### config.mk
export PLATFORM = sky130hd
export DESIGN_NAME = oet_top
export DESIGN_NICKNAME = d
export VERILOG_FILES = /design/src/common/oet_pkg.sv /design/src/hdl/oet_top.sv /design/src/hdl/oet_sync.sv /design/src/hdl/oet_cmp.sv
export VERILOG_INCLUDE_DIRS = /design/src /design/src/common
export SDC_FILE = /design/constraint.sdc
export NUM_CORES = 2
export LEC_CHECK = 0
export ABC_AREA = 1
export BUFFER_PORTS_ARGS = -buffer_cell sky130_fd_sc_hd__clkbuf_2
export CAP_MARGIN = 20
export CELL_PAD_IN_SITES_DETAIL_PLACEMENT = 0
export CELL_PAD_IN_SITES_GLOBAL_PLACEMENT = 1
export CORE_ASPECT_RATIO = 1.1
export CORE_MARGIN = 5
export CORE_UTILIZATION = 40
export CTS_CLUSTER_SIZE = 24
export DETAILED_ROUTE_END_ITERATION = 8
export GPL_ROUTABILITY_DRIVEN = 0
export PLACE_DENSITY_LB_ADDON = 0.12
export SLEW_MARGIN = 10
export SYNTH_ARGS = -nofsm -noshare
export SYNTH_HDL_FRONTEND = slang
export SYNTH_SLANG_ARGS = --single-unit
### constraint.sdc
create_clock -name sys_clk_i -period 4 [get_ports sys_clk_i]
set_input_delay 0.2 -clock sys_clk_i [delete_from_list [all_inputs] [get_ports sys_clk_i]]
set_output_delay 0.2 -clock sys_clk_i [all_outputs]
set_load 0.01 [all_outputs]
### src/common/oet_cfg.svh
// register map, field positions and timing constants of the event timer
`ifndef OET_CFG_SVH
`define OET_CFG_SVH
`define OET_ADDR_W 12
`define OET_GEN_CFG 12'h000
`define OET_STATUS 12'h004
`define OET_CNT_LO 12'h008
`define OET_CNT_HI 12'h00C
`define OET_TMR_PAGE 5'h01
`define OET_TMR_CFG 2'h0
`define OET_TMR_CMP_LO 2'h1
`define OET_TMR_CMP_HI 2'h2
`define OET_GEN_EN_BIT 0
`define OET_GEN_LEG_BIT 1
`define OET_STAT_SLOW_BIT 8
`define OET_TCFG_IE_BIT 0
`define OET_TCFG_PER_BIT 1
`define OET_NUM_TIMERS 8
`define OET_CNT_W 64
`define OET_SLOW_W 82
`define OET_FRAC_W 18
`define OET_INC_W 28
`define OET_CLK_PERIOD_PS 5000
`define OET_TICK_MAX_NS 100
`define OET_TICK_MAX_CYC ((`OET_TICK_MAX_NS * 1000) / `OET_CLK_PERIOD_PS)
`define OET_SLOW_HZ 32768
`endif

### src/common/oet_pkg.sv
// types shared by the event timer modules
`include "oet_cfg.svh"
package oet_pkg;
  typedef enum logic [2:0] {
    ST_FAST = 3'b001,
    ST_PARK = 3'b010,
    ST_SLOW = 3'b100
  } oet_mode_t;
  typedef struct packed {
    logic psel;
    logic penable;
    logic pwrite;
    logic [`OET_ADDR_W-1:0] paddr;
    logic [31:0] pwdata;
  } oet_apb_req_t;
  typedef struct packed {
    logic [31:0] prdata;
    logic pready;
    logic pslverr;
  } oet_apb_rsp_t;
endpackage

### src/hdl/oet_top.sv
// off-loadable event timer: main counter, eight comparators, slow-clock off-load, apb slave
`include "oet_cfg.svh"
module oet_top #(
  parameter int NUM_TIMERS = `OET_NUM_TIMERS,
  parameter int CNT_W = `OET_CNT_W,
  parameter int SLOW_W = `OET_SLOW_W,
  parameter int FRAC_W = `OET_FRAC_W,
  parameter int INC_W = `OET_INC_W
) (
  input wire logic sys_clk_i,
  input wire logic resetn_i,
  input wire oet_pkg::oet_apb_req_t apb_req_i,
  output oet_pkg::oet_apb_rsp_t apb_rsp_o,
  input wire logic rtc_clk_i,
  input wire logic offload_req_i,
  input wire logic [INC_W-1:0] calib_inc_i,
  output logic slow_active_o,
  output logic [NUM_TIMERS-1:0] timer_irq_o
);
  localparam int TICK_CYC = 1;
  localparam int TICK_MAX_CYC = `OET_TICK_MAX_CYC;

  // bus decode
  logic pready_reg;
  logic pslverr_reg;
  logic [31:0] prdata_reg;
  wire [`OET_ADDR_W-1:0] addr = {apb_req_i.paddr[`OET_ADDR_W-1:2], 2'h0};
  wire [2:0] t_idx = apb_req_i.paddr[6:4];
  wire [1:0] t_reg = apb_req_i.paddr[3:2];
  wire gen_hit = (addr == `OET_GEN_CFG);
  wire stat_hit = (addr == `OET_STATUS);
  wire lo_hit = (addr == `OET_CNT_LO);
  wire hi_hit = (addr == `OET_CNT_HI);
  wire tmr_hit = (apb_req_i.paddr[11:7] == `OET_TMR_PAGE) && (t_reg != 2'h3);
  wire addr_ok = gen_hit | stat_hit | lo_hit | hi_hit | tmr_hit;
  wire apb_acc = apb_req_i.psel & apb_req_i.penable;
  wire apb_first = apb_acc & ~pready_reg;
  wire apb_done = apb_acc & pready_reg;
  wire wr_en = apb_done & apb_req_i.pwrite & addr_ok;

  // control and state registers
  logic cnt_en_reg;
  logic leg_route_reg;
  logic per0_reg;
  logic [NUM_TIMERS-1:0] tmr_ie_reg;
  logic [NUM_TIMERS-1:0] stat_reg;
  logic [NUM_TIMERS-1:0] stat_next;
  logic [CNT_W-1:0] main_cnt_reg;
  logic [CNT_W-1:0] main_cnt_next;
  logic [SLOW_W-1:0] slow_cnt_reg;
  logic [SLOW_W-1:0] slow_cnt_next;
  logic slow_active_reg;
  oet_pkg::oet_mode_t st_reg;
  oet_pkg::oet_mode_t st_next;
  logic [CNT_W-1:0] cmp_val [NUM_TIMERS];
  logic [NUM_TIMERS-1:0] match;

  // slow clock edge detection
  logic rtc_sync;
  logic rtc_d_reg;
  oet_sync #(
    .W(1)
  ) u_rtc_sync (
    .sys_clk_i(sys_clk_i),
    .resetn_i(resetn_i),
    .async_i(rtc_clk_i),
    .sync_o(rtc_sync)
  );
  wire slow_edge = rtc_sync & ~rtc_d_reg;

  // counter view and mode decisions
  wire in_fast = (st_reg == oet_pkg::ST_FAST);
  wire in_park = (st_reg == oet_pkg::ST_PARK);
  wire in_slow = (st_reg == oet_pkg::ST_SLOW);
  wire cmp_active = cnt_en_reg & (|tmr_ie_reg);
  wire offload_ok = offload_req_i & ~cmp_active;
  wire [SLOW_W-1:0] step = {{(SLOW_W-INC_W){1'b0}}, calib_inc_i};
  wire [SLOW_W-1:0] slow_sum = slow_cnt_reg + (cnt_en_reg ? step : '0);
  wire [CNT_W-1:0] slow_upper = slow_cnt_reg[SLOW_W-1:FRAC_W];
  wire [CNT_W-1:0] cnt_view = in_slow ? slow_upper : main_cnt_reg;
  wire cnt_wr_ok = in_fast & ~cnt_en_reg;
  wire cnt_wr_lo = wr_en & lo_hit & cnt_wr_ok;
  wire cnt_wr_hi = wr_en & hi_hit & cnt_wr_ok;

  // mode sequencer
  always_comb begin
    st_next = st_reg;
    case (st_reg)
      oet_pkg::ST_FAST: begin
        if (offload_ok && slow_edge) begin
          st_next = oet_pkg::ST_PARK;
        end
      end
      oet_pkg::ST_PARK: begin
        if (slow_edge) begin
          st_next = offload_req_i ? oet_pkg::ST_SLOW : oet_pkg::ST_FAST;
        end
      end
      oet_pkg::ST_SLOW: begin
        if (slow_edge && !offload_req_i) begin
          st_next = oet_pkg::ST_FAST;
        end
      end
      default: begin
        st_next = oet_pkg::ST_FAST;
      end
    endcase
  end

  // counter next values
  always_comb begin
    main_cnt_next = main_cnt_reg;
    slow_cnt_next = slow_cnt_reg;
    if (in_fast) begin
      if (offload_ok && slow_edge) begin
        slow_cnt_next = {main_cnt_reg, slow_cnt_reg[FRAC_W-1:0]};
      end else if (cnt_wr_lo) begin
        main_cnt_next[31:0] = apb_req_i.pwdata;
      end else if (cnt_wr_hi) begin
        main_cnt_next[CNT_W-1:32] = apb_req_i.pwdata[CNT_W-33:0];
      end else if (cnt_en_reg) begin
        main_cnt_next = main_cnt_reg + {{(CNT_W-1){1'b0}}, 1'b1};
      end
    end else if (slow_edge) begin
      if (in_park) begin
        slow_cnt_next = slow_sum;
        if (!offload_req_i) begin
          main_cnt_next = slow_sum[SLOW_W-1:FRAC_W];
        end
      end else if (offload_req_i) begin
        slow_cnt_next = slow_sum;
      end else begin
        main_cnt_next = slow_upper;
      end
    end
  end

  // interrupt status, set wins over software clear
  wire [NUM_TIMERS-1:0] stat_clr = (wr_en & stat_hit) ? apb_req_i.pwdata[NUM_TIMERS-1:0] : '0;
  assign stat_next = (stat_reg & ~stat_clr) | (match & tmr_ie_reg);

  always_ff @(posedge sys_clk_i or negedge resetn_i) begin
    if (!resetn_i) begin
      st_reg <= oet_pkg::ST_FAST;
      main_cnt_reg <= '0;
      slow_cnt_reg <= '0;
      slow_active_reg <= 1'b0;
      rtc_d_reg <= 1'b0;
      stat_reg <= '0;
    end else begin
      st_reg <= st_next;
      main_cnt_reg <= main_cnt_next;
      slow_cnt_reg <= slow_cnt_next;
      slow_active_reg <= (st_next != oet_pkg::ST_FAST);
      rtc_d_reg <= rtc_sync;
      stat_reg <= stat_next;
    end
  end

  // configuration registers
  always_ff @(posedge sys_clk_i or negedge resetn_i) begin
    if (!resetn_i) begin
      cnt_en_reg <= 1'b0;
      leg_route_reg <= 1'b0;
      per0_reg <= 1'b0;
      tmr_ie_reg <= '0;
    end else if (wr_en && gen_hit) begin
      cnt_en_reg <= apb_req_i.pwdata[`OET_GEN_EN_BIT];
      leg_route_reg <= apb_req_i.pwdata[`OET_GEN_LEG_BIT];
    end else if (wr_en && tmr_hit && t_reg == `OET_TMR_CFG) begin
      tmr_ie_reg[t_idx] <= apb_req_i.pwdata[`OET_TCFG_IE_BIT];
      if (t_idx == 3'h0) begin
        per0_reg <= apb_req_i.pwdata[`OET_TCFG_PER_BIT];
      end
    end
  end

  // comparators
  genvar gi;
  generate
    for (gi = 0; gi < NUM_TIMERS; gi++) begin : g_tmr
      wire sel = wr_en & tmr_hit & (t_idx == 3'(gi));
      oet_cmp #(
        .PERIODIC_EN(gi == 0),
        .CNT_W(CNT_W)
      ) u_cmp (
        .sys_clk_i(sys_clk_i),
        .resetn_i(resetn_i),
        .cnt_i(cnt_view),
        .periodic_i(per0_reg),
        .wr_lo_i(sel & (t_reg == `OET_TMR_CMP_LO)),
        .wr_hi_i(sel & (t_reg == `OET_TMR_CMP_HI)),
        .wdata_i(apb_req_i.pwdata),
        .cmp_o(cmp_val[gi]),
        .match_o(match[gi])
      );
    end
  endgenerate

  // read data selection
  wire [CNT_W-1:0] cmp_sel = cmp_val[t_idx];
  wire per_rd = (t_idx == 3'h0) & per0_reg;
  wire [31:0] tcfg_rd = {30'h0, per_rd, tmr_ie_reg[t_idx]};
  wire [31:0] tmr_rd = (t_reg == `OET_TMR_CFG) ? tcfg_rd :
                       (t_reg == `OET_TMR_CMP_LO) ? cmp_sel[31:0] : cmp_sel[CNT_W-1:32];
  wire [31:0] stat_rd = {23'h0, slow_active_reg, stat_reg};
  wire [31:0] rd_word = gen_hit ? {30'h0, leg_route_reg, cnt_en_reg} :
                        stat_hit ? stat_rd :
                        lo_hit ? cnt_view[31:0] :
                        hi_hit ? cnt_view[CNT_W-1:32] :
                        tmr_hit ? tmr_rd : 32'h0000_0000;

  // apb answer: one wait state, read data captured in the first access cycle
  always_ff @(posedge sys_clk_i or negedge resetn_i) begin
    if (!resetn_i) begin
      pready_reg <= 1'b0;
      pslverr_reg <= 1'b0;
      prdata_reg <= 32'h0000_0000;
    end else begin
      pready_reg <= apb_first;
      pslverr_reg <= apb_first & ~addr_ok;
      if (apb_first && !apb_req_i.pwrite) begin
        prdata_reg <= rd_word;
      end
    end
  end

  assign apb_rsp_o.prdata = prdata_reg;
  assign apb_rsp_o.pready = pready_reg;
  assign apb_rsp_o.pslverr = pslverr_reg;
  assign slow_active_o = slow_active_reg;
  assign timer_irq_o = stat_reg;
endmodule

### src/hdl/oet_sync.sv
// two-flop synchroniser
module oet_sync #(
  parameter int W = 1
) (
  input wire logic sys_clk_i,
  input wire logic resetn_i,
  input wire logic [W-1:0] async_i,
  output logic [W-1:0] sync_o
);
  logic [W-1:0] meta_reg;
  logic [W-1:0] sync_reg;
  always_ff @(posedge sys_clk_i or negedge resetn_i) begin
    if (!resetn_i) begin
      meta_reg <= '0;
      sync_reg <= '0;
    end else begin
      meta_reg <= async_i;
      sync_reg <= meta_reg;
    end
  end
  assign sync_o = sync_reg;
endmodule

### src/hdl/oet_cmp.sv
// one timer comparator with optional periodic reload
module oet_cmp #(
  parameter bit PERIODIC_EN = 1'b0,
  parameter int CNT_W = 64
) (
  input wire logic sys_clk_i,
  input wire logic resetn_i,
  input wire logic [CNT_W-1:0] cnt_i,
  input wire logic periodic_i,
  input wire logic wr_lo_i,
  input wire logic wr_hi_i,
  input wire logic [31:0] wdata_i,
  output logic [CNT_W-1:0] cmp_o,
  output logic match_o
);
  logic [CNT_W-1:0] cmp_reg;
  logic [CNT_W-1:0] cmp_next;
  logic [CNT_W-1:0] period_reg;
  logic [CNT_W-1:0] period_next;
  logic eq_d_reg;
  wire eq = (cnt_i == cmp_reg);
  wire match = eq & ~eq_d_reg;
  wire per_on = PERIODIC_EN & periodic_i;
  always_comb begin
    cmp_next = cmp_reg;
    period_next = period_reg;
    if (wr_lo_i) begin
      cmp_next[31:0] = wdata_i;
      period_next[31:0] = wdata_i;
    end else if (wr_hi_i) begin
      cmp_next[CNT_W-1:32] = wdata_i[CNT_W-33:0];
      period_next[CNT_W-1:32] = wdata_i[CNT_W-33:0];
    end else if (match && per_on) begin
      cmp_next = cmp_reg + period_reg;
    end
  end
  always_ff @(posedge sys_clk_i or negedge resetn_i) begin
    if (!resetn_i) begin
      cmp_reg <= '1;
      period_reg <= '0;
      eq_d_reg <= 1'b0;
    end else begin
      cmp_reg <= cmp_next;
      period_reg <= period_next;
      eq_d_reg <= eq;
    end
  end
  assign cmp_o = cmp_reg;
  assign match_o = match;
endmodule

==> flow_metrics.py <==
metrics = {
    "status": {
        "status": "finished, final reports clean",
    },
    "clocking": {
        "clockRootBuffer": "clkbuf_16",
        "post_cts_resized": 0,
        "h-tree-depth": 3,
        "clkTransAtPathRegs_ns": 0.06,
        "cts_tree": "yes",
        "cts.sinks": 790,
        "post_cts_buffers": 0,
        "cts_made_buffers": 98,
        "ctsHoldBuffers": 45,
        "clk_latency_ns": 0.74,
        "clockBufferDepth": 3,
    },
    "placed_design": {
        "detailed_place_hpwl_um": 210600,
        "portBuffers": 119,
        "dpl_cell_area_um2": 59620,
        "place_inst": 10070,
        "pre_cts_ws_ns": 0.5263,
    },
    "layout": {
        "final_util_pct": 45.53,
        "largest_reg_flops": 512,
        "stdcell_count": 10300,
        "drive_above_1_share_pct": 13.21,
        "final_nets": 8566,
        "fill_cells": 14540,
        "final_cell_area_um2": 63570,
        "syn_to_final_growth_pct": 13.51,
    },
    "die": {
        "ios": 122,
        "initial_core_util_pct": 40.11,
        "core_um2": 139600,
        "die_h_um": 402.4,
        "die_w_um": 366.8,
        "placementRows": 144,
        "die-area_um2": 147600,
    },
    "logic_synthesis": {
        "yosys_warnings": 0,
        "async_flop_share_pct": 100.0,
        "syn_inst": 8270,
        "netlist_area_um2": 56000,
        "yosys.area.top_type": "dfstp_2",
        "synth_edf_count": 0,
        "yosys_register_bits": 790,
        "synth.net_count": 8443,
        "synthDistinctLibCells": 48,
        "synthTopCellsByArea": "dfstp_2 (24%), nand2_1 (17%), dfrtp_1 (12%)",
        "yosys.area.top_type_share_pct": 24.07,
        "yosysSeqAreaShare_pct": 36.45,
        "yosysMostFrequentCell": "nand2_1",
        "syn_area_per_cell_um2": 6.772,
        "synth_commonest_cells": "nand2_1 (2,551), inv_1 (837), o21ai_0 (810), nand3_1 (583), nor2_1 (558)",
        "synth_ff_type": "dfstp_2",
    },
    "setup_path": {
        "required_ns": 4.61,
        "critPathMaxFanout": 15,
        "critical_path_class": "reg -> reg",
        "r2r_cells": 8,
        "critPathArrivalTime_ns": 4.15,
        "worst_path_dominant_cell_family": "compound AO/OA/AOI/OAI gates",
        "critPathLaunchType": "flop",
        "cp_common_cell": "inv_1",
        "crit_buf_inv": 2,
        "path_cells": "inv_1 -> nand4_1 -> o21ai_0 -> a31oi_1 -> nand2_2 -> inv_1 -> or2_2 -> a21boi_0",
        "worst-path-stages": 8,
        "cp_slowest_stage_delay_ns": 0.86,
        "end_kind": "flop",
        "slowest_stage": "o21ai_0",
    },
    "drt": {
        "finalWirelength_um": 274100,
        "firstDrtPassIters": 7,
        "remaining_drc_errors": 0,
        "antenna_left": 0,
        "routedWlPerCell_um": 26.61,
        "drt_iter0_markers": 7003,
        "vias": 60200,
        "vias_per_cell": 5.844,
    },
    "global_route": {
        "grt_pass1_vias": 55900,
        "grt_antenna_before_repair": 8,
        "gr-usage-all-layers_pct": 35.91,
        "grt_start_max_net_pins": 107,
        "grt_pass1_wl_um": 393700,
        "grt.overflow.total": 0,
    },
    "sta": {
        "finalHoldViolations": 0,
        "finClkSkew_ns": 0.04813,
        "fmax_mhz": 282.6,
        "tightest_slew_ns": 1.122,
        "fin_crit_ns": 3.538,
        "setup_tns_ns": 0,
        "rsz0062_at_grt": "no",
        "slew_headroom_pct": 24.62,
        "holdWs_ns": 0.03081,
        "drv_slew": 0,
        "worst_slack_ns": 0.4620,
        "final.period_utilization_pct": 88.45,
        "setup_viol_count_final": 0,
    },
    "flow_run": {
        "maxCapViolations": 0,
    },
    "power": {
        "p_leak_nw": 28.65,
        "cellPowerDensity_nw_per_um2": 472.7,
        "power_mw": 30.05,
        "peakVddDrop_mv": 0.3911,
    },
    "worst_hold_path": {
        "min_path_type": "in -> reg",
        "holdPathStages": 6,
    },
}
==> cells in the final DEF, fill, tap and decap left out, types with 18 or more instances in the layout <==
cell type	instances
nand2_1	2545
dlygate4sd3_1	45
nand3b_1	29
nand3_1	581
or2_2	27
inv_1	833
a22oi_1	94
nand2_2	24
ha_1	92
clkinv_2	26
o211ai_1	38
dfstp_2	513
xor2_1	331
nor4_1	29
o2111ai_1	34
nand4_1	173
a21boi_0	33
buf_4	208
clkbuf_2	117
o21ai_0	810
dfrtp_1	276
xnor2_1	43
a21oi_1	439
buf_12	26
o22ai_1	110
clkbuf_16	99
clkbuf_8	18
nor3_1	134
a221oi_1	28
nor2_1	553
==> path summary, 6_finish.rpt <==
check | startpoint | end | slack [ns]
worst max-delay path | tmr_ie_reg[7] | main_cnt_reg[14] | 0.46
worst min-delay path | calib_inc_i[14] | slow_cnt_reg[14] | 0.03
worst max register to register | tmr_ie_reg[7] | main_cnt_reg[14] | 0.46
worst min register to register | u_rtc_sync.meta_reg | u_rtc_sync.sync_o | 0.35
max in group asynchronous | resetn_i | g_tmr[2].u_cmp.cmp_o[23] | 2.60
min in group asynchronous | resetn_i | timer_irq_o[6] | 0.15
==> where the power goes <==
| part | leakage [nW] | internal [mW] | switching [mW] | total (mW) |
|---|---|---|---|---|
| Sequential | 8.73 | 8.60 | 1.42 | 10.0 |
| Combinational | 18.2 | 2.96 | 7.42 | 10.4 |
| Clock | 1.69 | 5.61 | 4.04 | 9.65 |
| Total | 28.7 | 17.2 | 12.9 | 30.1 |
==> worst min-delay path, stage by stage <==
cell and delay (ns):
clkbuf_2 0.08, nand2_1 0.05, inv_1 0.05, ha_1 0.18, o21ai_0 0.10, nand2_1 0.06
==> logic make-up after synthesis <==
family,count (synthesis),share of synthesized area (%)
adders and majority gates,94,2.127
and+or+nand+nor,4120,30.62
buffers and inverters,1224,8.293
AOI/OAI and AO/OA,1668,16.67
xor gates and xnor gates,374,5.849
DFF,790,36.45
==> layout make-up <==
type	instances	area, um2	area share [%]
sequential	790	20410	32.11
clock buffer	130	2774	4.364
multi-input combinational	6256	31040	48.84
tap	1825	2283	3.592
timing repair buffer	400	3203	5.039
inverter	847	3187	5.013
clock inverter	51	659.4	1.037
antenna	2	5.005	0.007873
==> layer usage <==
metal,vias to the layer above,global-route usage [%],wire length (um)
li1,27470,-,-
met1,29090,47.94,112600
met2,3007,54.52,117300
met3,637,7.692,26750
met4,4,19.45,17420
met5,-,0,23
No activity file was read; power rests on OpenSTA's default activity.
